--- config.mk ---
export PLATFORM = sky130hd
export DESIGN_NAME = tpc16_top
export DESIGN_NICKNAME = d
export VERILOG_FILES = /design/src/logic/tpc16_pkg.sv /design/src/logic/tpc16_prescale.sv /design/src/logic/tpc16_top.sv
export VERILOG_INCLUDE_DIRS = /design/src /design/src/logic
export SDC_FILE = /design/constraint.sdc
export NUM_CORES = 1
export LEC_CHECK = 0
export ABC_AREA = 1
export ABC_CLOCK_PERIOD_IN_PS = 2170
export BUFFER_PORTS_ARGS = -buffer_cell sky130_fd_sc_hd__buf_4
export CAP_MARGIN = 0
export CORE_MARGIN = 8
export CORE_UTILIZATION = 35
export CTS_CLUSTER_SIZE = 30
export DETAILED_ROUTE_END_ITERATION = 6
export GPL_TIMING_DRIVEN = 0
export PLACE_DENSITY = 0.62
export SYNTH_ARGS = -nofsm -noshare
export SYNTH_HDL_FRONTEND = slang
export SYNTH_SLANG_ARGS = --single-unit
--- constraint.sdc ---
create_clock -name i_sys_clk -period 2.17 [get_ports i_sys_clk]
set_clock_uncertainty 0.15 [all_clocks]
set_input_delay 0.1085 -clock i_sys_clk [delete_from_list [all_inputs] [get_ports i_sys_clk]]
set_output_delay 0.1085 -clock i_sys_clk [all_outputs]
set_load 0.05 [all_outputs]
--- src/logic/tpc16_cfg.svh ---
// offsets, field positions, reset values and codes of the cascaded pwm timer
// Operation
// - in pwm mode channel b keeps separate high-phase and low-phase compare registers
// - channel b count register advances on the tick picked by its clock select
// - high-phase match toggles output, switches to low-phase compare, no flag
// - low-phase match sets channel b flag, toggles output, returns to high-phase
// - high and low phases alternate until counting stops
// - output enable low holds pin low; high lets pin follow the toggle flop
// - writing 1101b to the low nibble selects pwm, runs and starts at once
// - channel b select: 010 fx/2, 011 fx, 100..111 fx/1024,/256,/64,/16
// - cascade channel a select: 010 lower overflow, 011..111 fx/32,/4096,/1024,/256,/64
// - start command clears counter and flag; counting follows if run bit set
// - start bit is writable on its own and clears itself once started
// - run bit low holds the counter value; run bit high counts
// - both mode registers reset to zero
// - channel b control register is bit-writable and resets to zero
// - interval is compare value plus one times the tick period
// - mode select 10 in both channels forms one 16-bit timer
// - in 16-bit mode channel a uses its own output enable flag
// - in 16-bit mode with channel a select 010 each lower counter overflow advances the upper counter
// - in 16-bit mode flag and toggle only when upper and lower matches coincide
`ifndef TPC16_CFG_SVH
`define TPC16_CFG_SVH

// register byte addresses
`define TPC_OFS_B_MODE      12'hf90
`define TPC_OFS_LOW_CMP     12'hf94
`define TPC_OFS_HIGH_CMP    12'hf98
`define TPC_OFS_LOWER_CNT   12'hf9c
`define TPC_OFS_B_CTL       12'hfa0
`define TPC_OFS_STATUS      12'hfa4
`define TPC_OFS_A_MODE      12'hfa8
`define TPC_OFS_UPPER_CMP   12'hfac
`define TPC_OFS_UPPER_CNT   12'hfb0
`define TPC_OFS_A_CTL       12'hfb4

// mode, control and status register fields
`define TPC_MODE_SEL_LO     0
`define TPC_MODE_SEL_HI     1
`define TPC_RUN_BIT         2
`define TPC_START_BIT       3
`define TPC_CSEL_LSB        4
`define TPC_CSEL_MSB        6
`define TPC_OUT_EN_BIT      0
`define TPC_IRQ_BIT         0

// reset values
`define TPC_RST_MODE        8'h00
`define TPC_RST_CTL         8'h00
`define TPC_RST_CMP         8'h00

// mode select codes
`define TPC_MSEL_PWM        2'h1
`define TPC_MSEL_CASCADE    2'h2

// clock select codes
`define TPC_CSEL_2          3'h2
`define TPC_CSEL_3          3'h3
`define TPC_CSEL_4          3'h4
`define TPC_CSEL_5          3'h5
`define TPC_CSEL_6          3'h6
`define TPC_CSEL_7          3'h7

// prescaler exponents (tick = fx / 2**n)
`define TPC_PRE_W           12
`define TPC_DIV_1           1
`define TPC_DIV_4           4
`define TPC_DIV_5           5
`define TPC_DIV_6           6
`define TPC_DIV_8           8
`define TPC_DIV_10          10
`define TPC_DIV_12          12

`endif

--- src/logic/tpc16_pkg.sv ---
// types of the cascaded pwm timer
package tpc16_pkg;
	typedef logic [7:0] tpc16_byte_t;
	typedef logic [2:0] tpc16_csel_t;
	typedef enum logic [1:0] {
		TPC16_MODE_IDLE,
		TPC16_MODE_PWM,
		TPC16_MODE_CASCADE
	} tpc16_mode_t;
	typedef enum logic {
		TPC16_PH_HIGH,
		TPC16_PH_LOW
	} tpc16_phase_t;
endpackage : tpc16_pkg

--- src/logic/tpc16_prescale.sv ---
// free-running prescaler giving one-cycle tick enables at fx / 2**n
`timescale 1ns/1ps
`include "tpc16_cfg.svh"
module tpc16_prescale (
	input  wire logic                     i_sys_clk,
	input  wire logic                     i_rst,
	output logic      [`TPC_PRE_W:1]      o_tick
);
	logic [`TPC_PRE_W-1:0] pre_ff;

	always_ff @(posedge i_sys_clk) begin
		if (i_rst) begin
			pre_ff <= '0;
		end else begin
			pre_ff <= pre_ff + 1'b1;
		end
	end

	// tick n fires when the low n bits are all ones
	always_comb begin
		for (int n = 1; n <= `TPC_PRE_W; n++) begin
			o_tick[n] = ((pre_ff & `TPC_PRE_W'((1 << n) - 1)) ==
				`TPC_PRE_W'((1 << n) - 1));
		end
	end
endmodule : tpc16_prescale

--- src/logic/tpc16_top.sv ---
// cascaded 8-bit timer pair with pwm generator and apb register slave
//
// The APB slave port was left to the implementer.
`timescale 1ns/1ps
`include "tpc16_cfg.svh"
module tpc16_top (
	input  wire logic                     i_sys_clk,
	input  wire logic                     i_rst,
	input  wire logic                     i_psel,
	input  wire logic                     i_penable,
	input  wire logic                     i_pwrite,
	input  wire logic [11:0]              i_paddr,
	input  wire logic [31:0]              i_pwdata,
	input  wire logic [3:0]               i_pstrb,
	output logic      [31:0]              o_prdata,
	output logic                          o_pready,
	output logic                          o_pslverr,
	output logic                          o_wave_out_pin,
	output logic                          o_upper_out_pin,
	output logic                          o_timer_b_irq_flag,
	output logic                          o_timer_b_irq_set_pulse
);
	import tpc16_pkg::*;

	// register state
	tpc16_pkg::tpc16_byte_t timer_b_mode_ctl_ff;
	tpc16_pkg::tpc16_byte_t timer_a_mode_ctl_ff;
	tpc16_pkg::tpc16_byte_t low_phase_compare_ff;
	tpc16_pkg::tpc16_byte_t high_phase_compare_ff;
	tpc16_pkg::tpc16_byte_t upper_compare_value_ff;
	tpc16_pkg::tpc16_byte_t timer_b_control_ff;
	tpc16_pkg::tpc16_byte_t timer_a_control_ff;
	tpc16_pkg::tpc16_byte_t lower_count_reg_ff;
	tpc16_pkg::tpc16_byte_t upper_count_reg_ff;
	tpc16_pkg::tpc16_phase_t phase_ff;
	logic                   timer_b_irq_flag_ff;
	logic                   wave_toggle_ff;
	logic                   irq_pulse_ff;
	logic [31:0]            prdata_ff;
	logic                   pslverr_ff;

	// combinational
	logic [`TPC_PRE_W:1]    tick;
	logic                   wr_acc;
	logic                   setup_rd;
	logic                   addr_hit;
	tpc16_pkg::tpc16_mode_t mode;
	logic                   b_run;
	logic                   b_start;
	logic                   a_start;
	logic                   b_tick;
	logic                   a_tick;
	logic                   lower_ovf;
	logic                   upper_adv;
	logic                   lower_match;
	logic                   upper_match;
	logic                   pwm_match;
	logic                   casc_match;
	logic                   irq_set;
	logic                   irq_clr_sw;
	logic                   wr_b_mode;
	logic                   wr_a_mode;
	logic                   wr_low_cmp;
	logic                   wr_high_cmp;
	logic                   wr_upper_cmp;
	logic                   wr_b_ctl;
	logic                   wr_a_ctl;
	tpc16_pkg::tpc16_byte_t cur_cmp;
	tpc16_pkg::tpc16_byte_t nxt_lower;
	tpc16_pkg::tpc16_byte_t nxt_upper;

	tpc16_prescale i_tpc16_prescale (
		.i_sys_clk (i_sys_clk),
		.i_rst     (i_rst),
		.o_tick    (tick)
	);

	// channel b tick select
	function automatic logic sel_tick_b(input tpc16_pkg::tpc16_csel_t csel,
		input logic [`TPC_PRE_W:1] t);
		case (csel)
			`TPC_CSEL_2: sel_tick_b = t[`TPC_DIV_1];
			`TPC_CSEL_3: sel_tick_b = 1'b1;
			`TPC_CSEL_4: sel_tick_b = t[`TPC_DIV_10];
			`TPC_CSEL_5: sel_tick_b = t[`TPC_DIV_8];
			`TPC_CSEL_6: sel_tick_b = t[`TPC_DIV_6];
			`TPC_CSEL_7: sel_tick_b = t[`TPC_DIV_4];
			default:     sel_tick_b = 1'b0;
		endcase
	endfunction : sel_tick_b

	// channel a tick select in cascade, code 010 is the lower overflow
	function automatic logic sel_tick_a(input tpc16_pkg::tpc16_csel_t csel,
		input logic [`TPC_PRE_W:1] t, input logic ovf);
		case (csel)
			`TPC_CSEL_2: sel_tick_a = ovf;
			`TPC_CSEL_3: sel_tick_a = t[`TPC_DIV_5];
			`TPC_CSEL_4: sel_tick_a = t[`TPC_DIV_12];
			`TPC_CSEL_5: sel_tick_a = t[`TPC_DIV_10];
			`TPC_CSEL_6: sel_tick_a = t[`TPC_DIV_8];
			`TPC_CSEL_7: sel_tick_a = t[`TPC_DIV_6];
			default:     sel_tick_a = 1'b0;
		endcase
	endfunction : sel_tick_a

	function automatic tpc16_pkg::tpc16_csel_t csel_of(input tpc16_pkg::tpc16_byte_t m);
		csel_of = m[`TPC_CSEL_MSB:`TPC_CSEL_LSB];
	endfunction : csel_of

	function automatic logic [1:0] msel_of(input tpc16_pkg::tpc16_byte_t m);
		msel_of = {m[`TPC_MODE_SEL_HI], m[`TPC_MODE_SEL_LO]};
	endfunction : msel_of

	function automatic logic is_valid_addr(input logic [11:0] a);
		case (a)
			`TPC_OFS_B_MODE, `TPC_OFS_LOW_CMP, `TPC_OFS_HIGH_CMP,
			`TPC_OFS_LOWER_CNT, `TPC_OFS_B_CTL, `TPC_OFS_STATUS,
			`TPC_OFS_A_MODE, `TPC_OFS_UPPER_CMP, `TPC_OFS_UPPER_CNT,
			`TPC_OFS_A_CTL: is_valid_addr = 1'b1;
			default:        is_valid_addr = 1'b0;
		endcase
	endfunction : is_valid_addr

	// apb decode
	assign wr_acc   = i_psel && i_penable && i_pwrite && i_pstrb[0] && is_valid_addr(i_paddr);
	assign setup_rd = i_psel && !i_penable;
	assign addr_hit = is_valid_addr(i_paddr);
	assign o_pready = 1'b1;
	assign o_prdata = prdata_ff;
	assign o_pslverr = pslverr_ff && i_psel && i_penable;

	// per-register write strobes
	assign wr_b_mode    = wr_acc && i_paddr == `TPC_OFS_B_MODE;
	assign wr_a_mode    = wr_acc && i_paddr == `TPC_OFS_A_MODE;
	assign wr_low_cmp   = wr_acc && i_paddr == `TPC_OFS_LOW_CMP;
	assign wr_high_cmp  = wr_acc && i_paddr == `TPC_OFS_HIGH_CMP;
	assign wr_upper_cmp = wr_acc && i_paddr == `TPC_OFS_UPPER_CMP;
	assign wr_b_ctl     = wr_acc && i_paddr == `TPC_OFS_B_CTL;
	assign wr_a_ctl     = wr_acc && i_paddr == `TPC_OFS_A_CTL;

	// mode decode
	always_comb begin
		if (msel_of(timer_b_mode_ctl_ff) == `TPC_MSEL_PWM) begin
			mode = TPC16_MODE_PWM;
		end else if (msel_of(timer_b_mode_ctl_ff) == `TPC_MSEL_CASCADE &&
			msel_of(timer_a_mode_ctl_ff) == `TPC_MSEL_CASCADE) begin
			mode = TPC16_MODE_CASCADE;
		end else begin
			mode = TPC16_MODE_IDLE;
		end
	end

	assign b_run   = timer_b_mode_ctl_ff[`TPC_RUN_BIT];
	assign b_start = timer_b_mode_ctl_ff[`TPC_START_BIT];
	assign a_start = timer_a_mode_ctl_ff[`TPC_START_BIT];
	// count only while running and not in the start cycle
	assign b_tick  = b_run && !b_start && mode != TPC16_MODE_IDLE &&
		sel_tick_b(csel_of(timer_b_mode_ctl_ff), tick);

	// compare target follows the phase
	assign cur_cmp     = (phase_ff == TPC16_PH_HIGH) ? high_phase_compare_ff
		: low_phase_compare_ff;
	assign lower_match = (lower_count_reg_ff == low_phase_compare_ff);
	assign upper_match = (upper_count_reg_ff == upper_compare_value_ff);
	assign pwm_match   = mode == TPC16_MODE_PWM && b_tick && lower_count_reg_ff == cur_cmp;
	assign casc_match  = mode == TPC16_MODE_CASCADE && b_tick && lower_match &&
		upper_match;
	assign lower_ovf   = mode == TPC16_MODE_CASCADE && b_tick && !casc_match &&
		lower_count_reg_ff == 8'hff;
	assign a_tick      = sel_tick_a(csel_of(timer_a_mode_ctl_ff), tick, lower_ovf);
	assign upper_adv   = mode == TPC16_MODE_CASCADE && !b_start && !a_start && b_run &&
		a_tick;

	// flag set only on low-phase match or coincident cascade match
	assign irq_set = (pwm_match && phase_ff == TPC16_PH_LOW) || casc_match;
	assign irq_clr_sw = wr_acc && i_paddr == `TPC_OFS_STATUS && i_pwdata[`TPC_IRQ_BIT];

	// lower counter next value
	always_comb begin
		if (pwm_match || casc_match) begin
			nxt_lower = 8'h00;
		end else if (b_tick) begin
			nxt_lower = lower_count_reg_ff + 8'h01;
		end else begin
			nxt_lower = lower_count_reg_ff;
		end
	end

	// upper counter next value
	always_comb begin
		if (casc_match) begin
			nxt_upper = 8'h00;
		end else if (upper_adv) begin
			nxt_upper = upper_count_reg_ff + 8'h01;
		end else begin
			nxt_upper = upper_count_reg_ff;
		end
	end

	// channel b mode register; start bit self-clears one cycle after it is seen
	always_ff @(posedge i_sys_clk) begin
		if (i_rst) begin
			timer_b_mode_ctl_ff <= `TPC_RST_MODE;
		end else if (wr_b_mode) begin
			timer_b_mode_ctl_ff <= {1'b0, i_pwdata[6:0]};
		end else if (b_start) begin
			timer_b_mode_ctl_ff[`TPC_START_BIT] <= 1'b0;
		end
	end

	// channel a mode register
	always_ff @(posedge i_sys_clk) begin
		if (i_rst) begin
			timer_a_mode_ctl_ff <= `TPC_RST_MODE;
		end else if (wr_a_mode) begin
			timer_a_mode_ctl_ff <= {1'b0, i_pwdata[6:0]};
		end else if (a_start) begin
			timer_a_mode_ctl_ff[`TPC_START_BIT] <= 1'b0;
		end
	end

	// compare registers
	always_ff @(posedge i_sys_clk) begin
		if (i_rst) begin
			low_phase_compare_ff   <= `TPC_RST_CMP;
			high_phase_compare_ff  <= `TPC_RST_CMP;
			upper_compare_value_ff <= `TPC_RST_CMP;
		end else if (wr_acc) begin
			if (wr_low_cmp) begin
				low_phase_compare_ff <= i_pwdata[7:0];
			end
			if (wr_high_cmp) begin
				high_phase_compare_ff <= i_pwdata[7:0];
			end
			if (wr_upper_cmp) begin
				upper_compare_value_ff <= i_pwdata[7:0];
			end
		end
	end

	// control registers, each bit individually writable through the byte
	always_ff @(posedge i_sys_clk) begin
		if (i_rst) begin
			timer_b_control_ff <= `TPC_RST_CTL;
			timer_a_control_ff <= `TPC_RST_CTL;
		end else if (wr_acc) begin
			if (wr_b_ctl) begin
				timer_b_control_ff <= i_pwdata[7:0];
			end
			if (wr_a_ctl) begin
				timer_a_control_ff <= i_pwdata[7:0];
			end
		end
	end

	// lower count register
	always_ff @(posedge i_sys_clk) begin
		if (i_rst) begin
			lower_count_reg_ff <= 8'h00;
		end else if (b_start) begin
			lower_count_reg_ff <= 8'h00;
		end else begin
			lower_count_reg_ff <= nxt_lower;
		end
	end

	// upper count register
	always_ff @(posedge i_sys_clk) begin
		if (i_rst) begin
			upper_count_reg_ff <= 8'h00;
		end else if (a_start || (b_start && mode == TPC16_MODE_CASCADE)) begin
			upper_count_reg_ff <= 8'h00;
		end else begin
			upper_count_reg_ff <= nxt_upper;
		end
	end

	// compare phase alternation
	always_ff @(posedge i_sys_clk) begin
		if (i_rst) begin
			phase_ff <= TPC16_PH_HIGH;
		end else if (b_start) begin
			phase_ff <= TPC16_PH_HIGH;
		end else if (pwm_match) begin
			phase_ff <= (phase_ff == TPC16_PH_HIGH) ? TPC16_PH_LOW
				: TPC16_PH_HIGH;
		end
	end

	// output toggle flop
	always_ff @(posedge i_sys_clk) begin
		if (i_rst) begin
			wave_toggle_ff <= 1'b0;
		end else if (b_start) begin
			wave_toggle_ff <= 1'b0;
		end else if (pwm_match || casc_match) begin
			wave_toggle_ff <= !wave_toggle_ff;
		end
	end

	// interrupt request flag; a set beats a simultaneous clear
	always_ff @(posedge i_sys_clk) begin
		if (i_rst) begin
			timer_b_irq_flag_ff <= 1'b0;
		end else if (irq_set) begin
			timer_b_irq_flag_ff <= 1'b1;
		end else if (b_start || irq_clr_sw) begin
			timer_b_irq_flag_ff <= 1'b0;
		end
	end

	always_ff @(posedge i_sys_clk) begin
		if (i_rst) begin
			irq_pulse_ff <= 1'b0;
		end else begin
			irq_pulse_ff <= irq_set;
		end
	end

	// read data captured in the setup cycle, answered with no wait state
	always_ff @(posedge i_sys_clk) begin
		if (i_rst) begin
			prdata_ff  <= 32'h0000_0000;
			pslverr_ff <= 1'b0;
		end else if (setup_rd) begin
			pslverr_ff <= !addr_hit;
			case (i_paddr)
				`TPC_OFS_B_MODE:    prdata_ff <= {24'h0, timer_b_mode_ctl_ff};
				`TPC_OFS_LOW_CMP:   prdata_ff <= {24'h0, low_phase_compare_ff};
				`TPC_OFS_HIGH_CMP:  prdata_ff <= {24'h0, high_phase_compare_ff};
				`TPC_OFS_LOWER_CNT: prdata_ff <= {24'h0, lower_count_reg_ff};
				`TPC_OFS_B_CTL:     prdata_ff <= {24'h0, timer_b_control_ff};
				`TPC_OFS_STATUS:    prdata_ff <= {31'h0, timer_b_irq_flag_ff};
				`TPC_OFS_A_MODE:    prdata_ff <= {24'h0, timer_a_mode_ctl_ff};
				`TPC_OFS_UPPER_CMP: prdata_ff <= {24'h0, upper_compare_value_ff};
				`TPC_OFS_UPPER_CNT: prdata_ff <= {24'h0, upper_count_reg_ff};
				`TPC_OFS_A_CTL:     prdata_ff <= {24'h0, timer_a_control_ff};
				default:            prdata_ff <= 32'h0000_0000;
			endcase
		end
	end

	// pins held low unless enabled
	assign o_wave_out_pin  = timer_b_control_ff[`TPC_OUT_EN_BIT] && wave_toggle_ff;
	assign o_upper_out_pin = timer_a_control_ff[`TPC_OUT_EN_BIT] && wave_toggle_ff &&
		mode == TPC16_MODE_CASCADE;
	assign o_timer_b_irq_flag      = timer_b_irq_flag_ff;
	assign o_timer_b_irq_set_pulse = irq_pulse_ff;
endmodule : tpc16_top

==> results of run 1 <==
-- worst max-delay path, delay by kind of cell (launching register included) --
kind,cells,cell delay [ns]
and+or+nand+nor,12,1.22
adders and majority gates,1,0.14
DFF,1,0.38
AOI/OAI and AO/OA,1,0.06
-- report_power, final --
part / internal, mW / switching (mW)
sequential: 1.75 / 0.00640
clock: 0.900 / 0.729
combinational: 0.0940 / 0.224
-- registers in the layout (all words and copies together), names as in the netlist, 7 cells and up --
name	count
upper_compare_value_ff	8
o_prdata	8
timer_b_mode_ctl_ff	7
lower_count_reg_ff	8
high_phase_compare_ff	8
timer_b_control_ff	8
low_phase_compare_ff	8
i_tpc16_prescale.pre_ff	12
timer_a_control_ff	8
timer_a_mode_ctl_ff	7
upper_count_reg_ff	8
-- layout make-up --
class,count,area [sq um],share of cell area (%)
Multi-Input combinational cell,670,3202,46.74
Clock inverter,6,70.07,1.023
Sequential cell,95,1908,27.85
Clock buffer,10,229.0,3.342
Inverter,128,480.5,7.014
Timing Repair Buffer,51,415.4,6.064
Tap cell,216,270.3,3.945
Buffer,43,275.3,4.018
-- how the worst max path moves through the flow --
stage                          startpoint                     to  slack, ns  depth (start not counted)
6_report       i_tpc16_prescale.pre_ff[0]  upper_count_reg_ff[4]        0.1                         14
3_3_place_gp   i_tpc16_prescale.pre_ff[0]  upper_count_reg_ff[6]      -0.30                         14
2_1_floorplan  i_tpc16_prescale.pre_ff[0]  upper_count_reg_ff[0]       0.19                         14
5_1_grt             lower_count_reg_ff[3]  upper_count_reg_ff[6]      -0.02                         13
4_1_cts        i_tpc16_prescale.pre_ff[0]  upper_count_reg_ff[4]      0.004                         12
3_5_place_dp   i_tpc16_prescale.pre_ff[0]  upper_count_reg_ff[4]      -0.30                         12
-- cell usage after synthesis (all sizes together), types with 2 or more instances --
library cell	n	area share (%)
nor4	3	0.45
inv	126	8.4
xnor2	8	1.2
nand3	51	4.9
conb	2	0.13
nor2	164	11
nand3b	4	0.76
dfxtp	95	34
a21oi	30	2.7
nand4	20	2.3
clkinv	2	0.13
buf	37	4.3
o21ai	33	2.9
nand2	267	18
clkbuf	7	0.47
nor3	31	3.1
xor2	13	2.0
o22ai	9	1.0
ha	4	0.89
-- through the flow --
stage | worst slack (ns) | power, mW | cells | hold slack (ns)
global route | -0.02106 | 3.825 | 1219 | 0.08250
finish | 0.09775 | 3.702 | 1219 | 0.05112
floorplan | 0.1949 | 1.997 | 936 | 0.09342
detailed placement | -0.3017 | 2.092 | 1189 | 0.2801
CTS | 0.003547 | 3.734 | 1214 | 0.05234
global placement | -0.2953 | 2.092 | 1189 | 0.2777
-- metal layers --
layer	wire [um]	GRT usage (%)	share of wire, %
met1	8404	23.93	46
met2	8283	28.93	45
met5	0	0	0
met4	575	7.550	3.1
met3	1176	3.272	6.4
-- placed cells by master (no fill, tap or decap), drive strengths merged, types with 9 or more instances in the layout --
cell and n:
nor2 164, nand2 268, xor2 13, dfxtp 95
o22ai 9, conb 25, nand4 20, o21ai 33
buf 79, clkbuf 17, nor3 31, a21oi 30
inv 127, nand3 51
-- cells by family (layout without fill, tap and decap cells) --
| group | Yosys count | in the layout | synth area share (%) |
|---|---|---|---|
| compound gates | 78 | 78 | 7.466 |
| flops | 95 | 95 | 33.88 |
| other cells | 2 | 25 | 0.1338 |
| simple gates | 541 | 542 | 40.98 |
| buf+inv | 172 | 238 | 13.37 |
| xor+xnor | 21 | 21 | 3.276 |
| fa+ha+maj | 4 | 4 | 0.8915 |
-- repair_timing --
item | 4_1_cts | 5_1_grt
gates cloned | 0 | 1
setup buffers | 1 | 5
endpoints found under the hold margin | 45 | 0
resized for setup | 11 | 34
endpoints found under the setup margin | 20 | 20
pin swaps | 1 | 6
hold buffers | 8 | 0
==> flow_metrics.tcl, run 1 <==
set metrics [dict create \
    synth_edf_count 0 \
    r2r-end "upper_count_reg_ff[4]" \
    antenna_found_initial 0 \
    grt_pass1_wl_um 28230 \
    start_util_pct 35.60 \
    seq_area_frac_synth_pct 33.88 \
    placed_area_sq_um 6248 \
    die_h_um 142.7 \
    period_share_pct 95.50 \
    crit_path_cell_trace "ha_4 > nand2_1 > nor2_4 > nand3_1 > nand2_1 > nand2_1 > nand2_2 > nand2_4 > nor2_4 > nand2_4 > nand2_8 > nand2_8 > nand2_1 > a21oi_1" \
    crit_required_ns 2.25 \
    arrival_ns 2.16 \
    max_freq_mhz 482.6 \
    drive_above_1_share_pct 14.56 \
    vias_per_cell 4.702 \
    critPathSlowestCell "dfxtp_4" \
    start_kind "flip-flop" \
    max_cap_violations 0 \
    design_area_sq_um 6850 \
    dp_hpwl_um 13960 \
    worstHoldPathCells 2 \
    status "completed" \
    core-area_sq_um 15770 \
    yosys_warnings 0 \
    synth_cell_types 39 \
    die_width_um 142.7 \
    ant_nets 0 \
    critPathCaptureType "flip-flop" \
    rows 46 \
    drt-initial-drc-count 381 \
    h-tree-depth 3 \
    synth_ff_type "dfxtp_1" \
    overflow 0 \
    synth.avg_cell_area_sq_um 6.149 \
    slowest_delay_ns 0.38 \
    fillCellCount 1691 \
    reg2regPathDepth 14 \
    hold_start "i_rst" \
    finalWeightedCongestion 0.9756 \
    setup_tns_ns 0 \
    clkLatencyLatePin_ns 0.36 \
    netlist_instances 913 \
    cellPowerDensity_nw_per_um2 540.4 \
    report.final.slew_viol_count 0 \
    wl_per_cell_um 15.13 \
    firstDrtPassIters 5 \
    layout.nets 1055 \
    ios 91 \
    area_growth_pct 22.02 \
    cp_max_fo 8 \
    cts_tree "yes" \
    portBuffers 37 \
    synth_area_sq_um 5614 \
    via_count 5732 \
    rr_startpoint "i_tpc16_prescale.pre_ff[0]" \
    cts-buffers-inserted 9 \
    path_class "flip-flop to flip-flop" \
    holdCritPathClass "primary input to flip-flop" \
    n_antenna_cell 0 \
    cts.sinks 95 \
    drc_errors 0 \
    p_leak_nw 3.140 \
    period_minus_slack_ns 2.072 \
    track_usage_pct 18.25 \
    grt_pass1_vias 5199 \
    cts-root-buf "clkbuf_16" \
    clockBufferDepth 2 \
    grt_max_degree 17 \
    max-vdd-ir-drop_v 0.0005390 \
    routed_wirelength_um 18440 \
    utilization_pct 43.44 \
    worstHoldEndpoint "o_prdata[1]" \
    synthArstFlopShare_pct 0 \
    relSlewSlack_pct 49.00 \
    r2r_setup_slack_ns 0.1 \
    setup_viol 0 \
    worst_slew_pin_slew_ns 0.7592 \
    ys_ff_latch 95 \
    clk_pin_slew_ns 0.07 \
    crit_top_cell "nand2_1" \
    hold_viol 0 \
    die_area_sq_um 20350 \
]
Note: power is estimated with default switching activity, not from simulation.
==> inputs of run 2 (changes only) <==
CELL_PAD_IN_SITES_DETAIL_PLACEMENT = 0   (was unset)
CELL_PAD_IN_SITES_GLOBAL_PLACEMENT = 1   (was unset)
PLACE_DENSITY = 0.81   (was 0.62)
RECOVER_POWER = 100   (was unset)
==> run 2 against run 1 <==
- first-iteration DRC count is 22% higher
- register-to-register slack is essentially flat
- worst hold slack improved by 0.00057 ns
- largest cell class unchanged
==> flow_metrics.tcl, run 2 (synthesized netlist as in run 1, its figures left out) <==
set metrics [dict create \
    status "completed" \
    rsz0062_at_grt "yes" \
    holdCritPathClass "primary input to flip-flop" \
    top_register "i_tpc16_prescale.pre_ff" \
    path_class "flip-flop to flip-flop" \
    slowest_delay_ns 0.36 \
    crit_top_cell "nand2_1" \
    max_freq_mhz 485.8 \
    fillCellCount 1764 \
    crit_required_ns 2.32 \
    layout_common_cells "nand2_1, nor2_1, inv_1, dfxtp_1, buf_4" \
    n_antenna_cell 0 \
    relSlewSlack_pct 50.51 \
    start_kind "flip-flop" \
    largest_reg_flops 12 \
    layout.nets 1057 \
    overflow 0 \
    firstDrtPassIters 7 \
    layout_commonest_cell "nand2_1" \
    critPathSlowestCell "dfxtp_1" \
    setup_viol 0 \
    rows 46 \
    routed_wirelength_um 18580 \
    dp_cells 1189 \
    report.final.slew_viol_count 0 \
    cts_tree "yes" \
    drt-initial-drc-count 463 \
    seqCellArea_sq_um 1908 \
    portBuffers 37 \
    drc_errors 0 \
    finalWeightedCongestion 0.9360 \
    grt_pass1_wl_um 29480 \
    via_count 5761 \
    layout.cells.non_filler 1221 \
    setup_tns_ns 0 \
    grt_pass1_vias 5396 \
    clkLatencyLatePin_ns 0.36 \
    ant_nets 0 \
    track_usage_pct 18.93 \
    cp_max_fo 7 \
    cts-root-buf "clkbuf_16" \
    critical_path.top_delay_family "simple AND/OR/NAND/NOR gates" \
    ios 91 \
    cellPowerDensity_nw_per_um2 543.7 \
    die_h_um 142.7 \
    core-area_sq_um 15770 \
    die_area_sq_um 20350 \
    worst_slew_pin_slew_ns 0.7366 \
    dp_hpwl_um 14320 \
    arrival_ns 2.20 \
    h-tree-depth 3 \
    start_util_pct 35.60 \
    utilization_pct 43.14 \
    critPathCaptureType "flip-flop" \
    p_leak_nw 3.105 \
    cts.sinks 95 \
    multi_input_area_sq_um 3183 \
    path_buf_inv 1 \
    grt_max_degree 17 \
    crit_path_cell_trace "nor2_1 > nand2_1 > a21oi_2 > nand2_4 > nor2_4 > nand2_2 > o21ai_1 > nand2_1 > inv_1" \
    vias_per_cell 4.718 \
    antenna_found_initial 0 \
    area_growth_pct 21.17 \
    period_share_pct 94.86 \
    die_width_um 142.7 \
    drive_above_1_share_pct 13.43 \
    max-vdd-ir-drop_v 0.0003792 \
    wl_per_cell_um 15.22 \
    cts-buffers-inserted 9 \
    max_cap_violations 0 \
    clk_pin_slew_ns 0.08 \
    hold_viol 0 \
    period_minus_slack_ns 2.058 \
    clockBufferDepth 2 \
]
run 2: changes by cell type in the layout (fill, tap and decap cells not counted), moves of 2 or more:
cell | previous run | this run
clkbuf_1 | 7 | 18
buf_4 | 67 | 59
clkinv_2 | 0 | 2
nand2_1 | 252 | 254
run 2: report_power, final:
part / switching (mW) / internal, mW
clock: 0.731 / 0.896
combinational: 0.225 / 0.0934
sequential: 0.00595 / 1.75
run 2: worst reg2reg max path: stages, from the launching register on:
cell     delay, ns
dfxtp_1       0.36
nor2_1        0.10
nand2_1       0.29
a21oi_2       0.29
nand2_4       0.14
nor2_4        0.17
nand2_2       0.15
o21ai_1       0.12
nand2_1       0.13
inv_1         0.11
run 2: final cells by class:
type | count | share of cell area, %
inverter | 128 | 7.100
multi-input combinational | 670 | 46.79
timing repair buffer | 53 | 5.720
sequential | 95 | 28.05
clock inverter | 7 | 1.067
buffer | 43 | 3.991
tap | 216 | 3.973
clock buffer | 9 | 3.311
run 2: path summary, 6_finish.rpt:
| kind | from | end | slack (ns) | depth (start not counted) |
|---|---|---|---|---|
| setup / recovery | timer_a_mode_ctl_ff[0] | o_timer_b_irq_set_pulse | 0.11 | 9 |
| hold reg to reg | i_tpc16_prescale.pre_ff[0] | i_tpc16_prescale.pre_ff[0] | 0.31 | 1 |
| hold / removal | i_rst | o_prdata[3] | 0.05 | 2 |
| setup reg to reg | timer_a_mode_ctl_ff[0] | o_timer_b_irq_set_pulse | 0.11 | 9 |
run 2: metrics by stage:
stage	power [mW]	cell area [sq um]	hold slack (ns)	setup WS (ns)
global route	3.819	6803	0.1018	-0.02177
global placement	2.092	6248	0.2771	-0.3120
finish	3.699	6803	0.05169	0.1116
CTS	3.721	6700	0.05802	-0.003817
floorplan	1.997	5700	0.09342	0.1949
detailed placement	2.091	6248	0.2830	-0.3587
run 2: layer usage:
| layer | vias to the layer above | share of wire (%) | wire (um) | GRT usage [%] |
|---|---|---|---|---|
| li1 | 2979 | - | - | - |
| met1 | 2562 | 46 | 8463 | 24.90 |
| met2 | 186 | 45 | 8350 | 30.11 |
| met3 | 34 | 6.5 | 1201 | 3.372 |
| met4 | 0 | 3.0 | 565 | 7.438 |
| met5 | - | 0 | 0 | 0 |
run 2: what timing repair did:
item                       in CTS  in global routing
hold endpoints to repair       45                  0
pin swaps                       0                  6
hold buffers                    8                  0
setup endpoints to repair      20                 20
gates cloned                    1                  0
gates resized for setup        16                 23
buffers inserted                0                  8
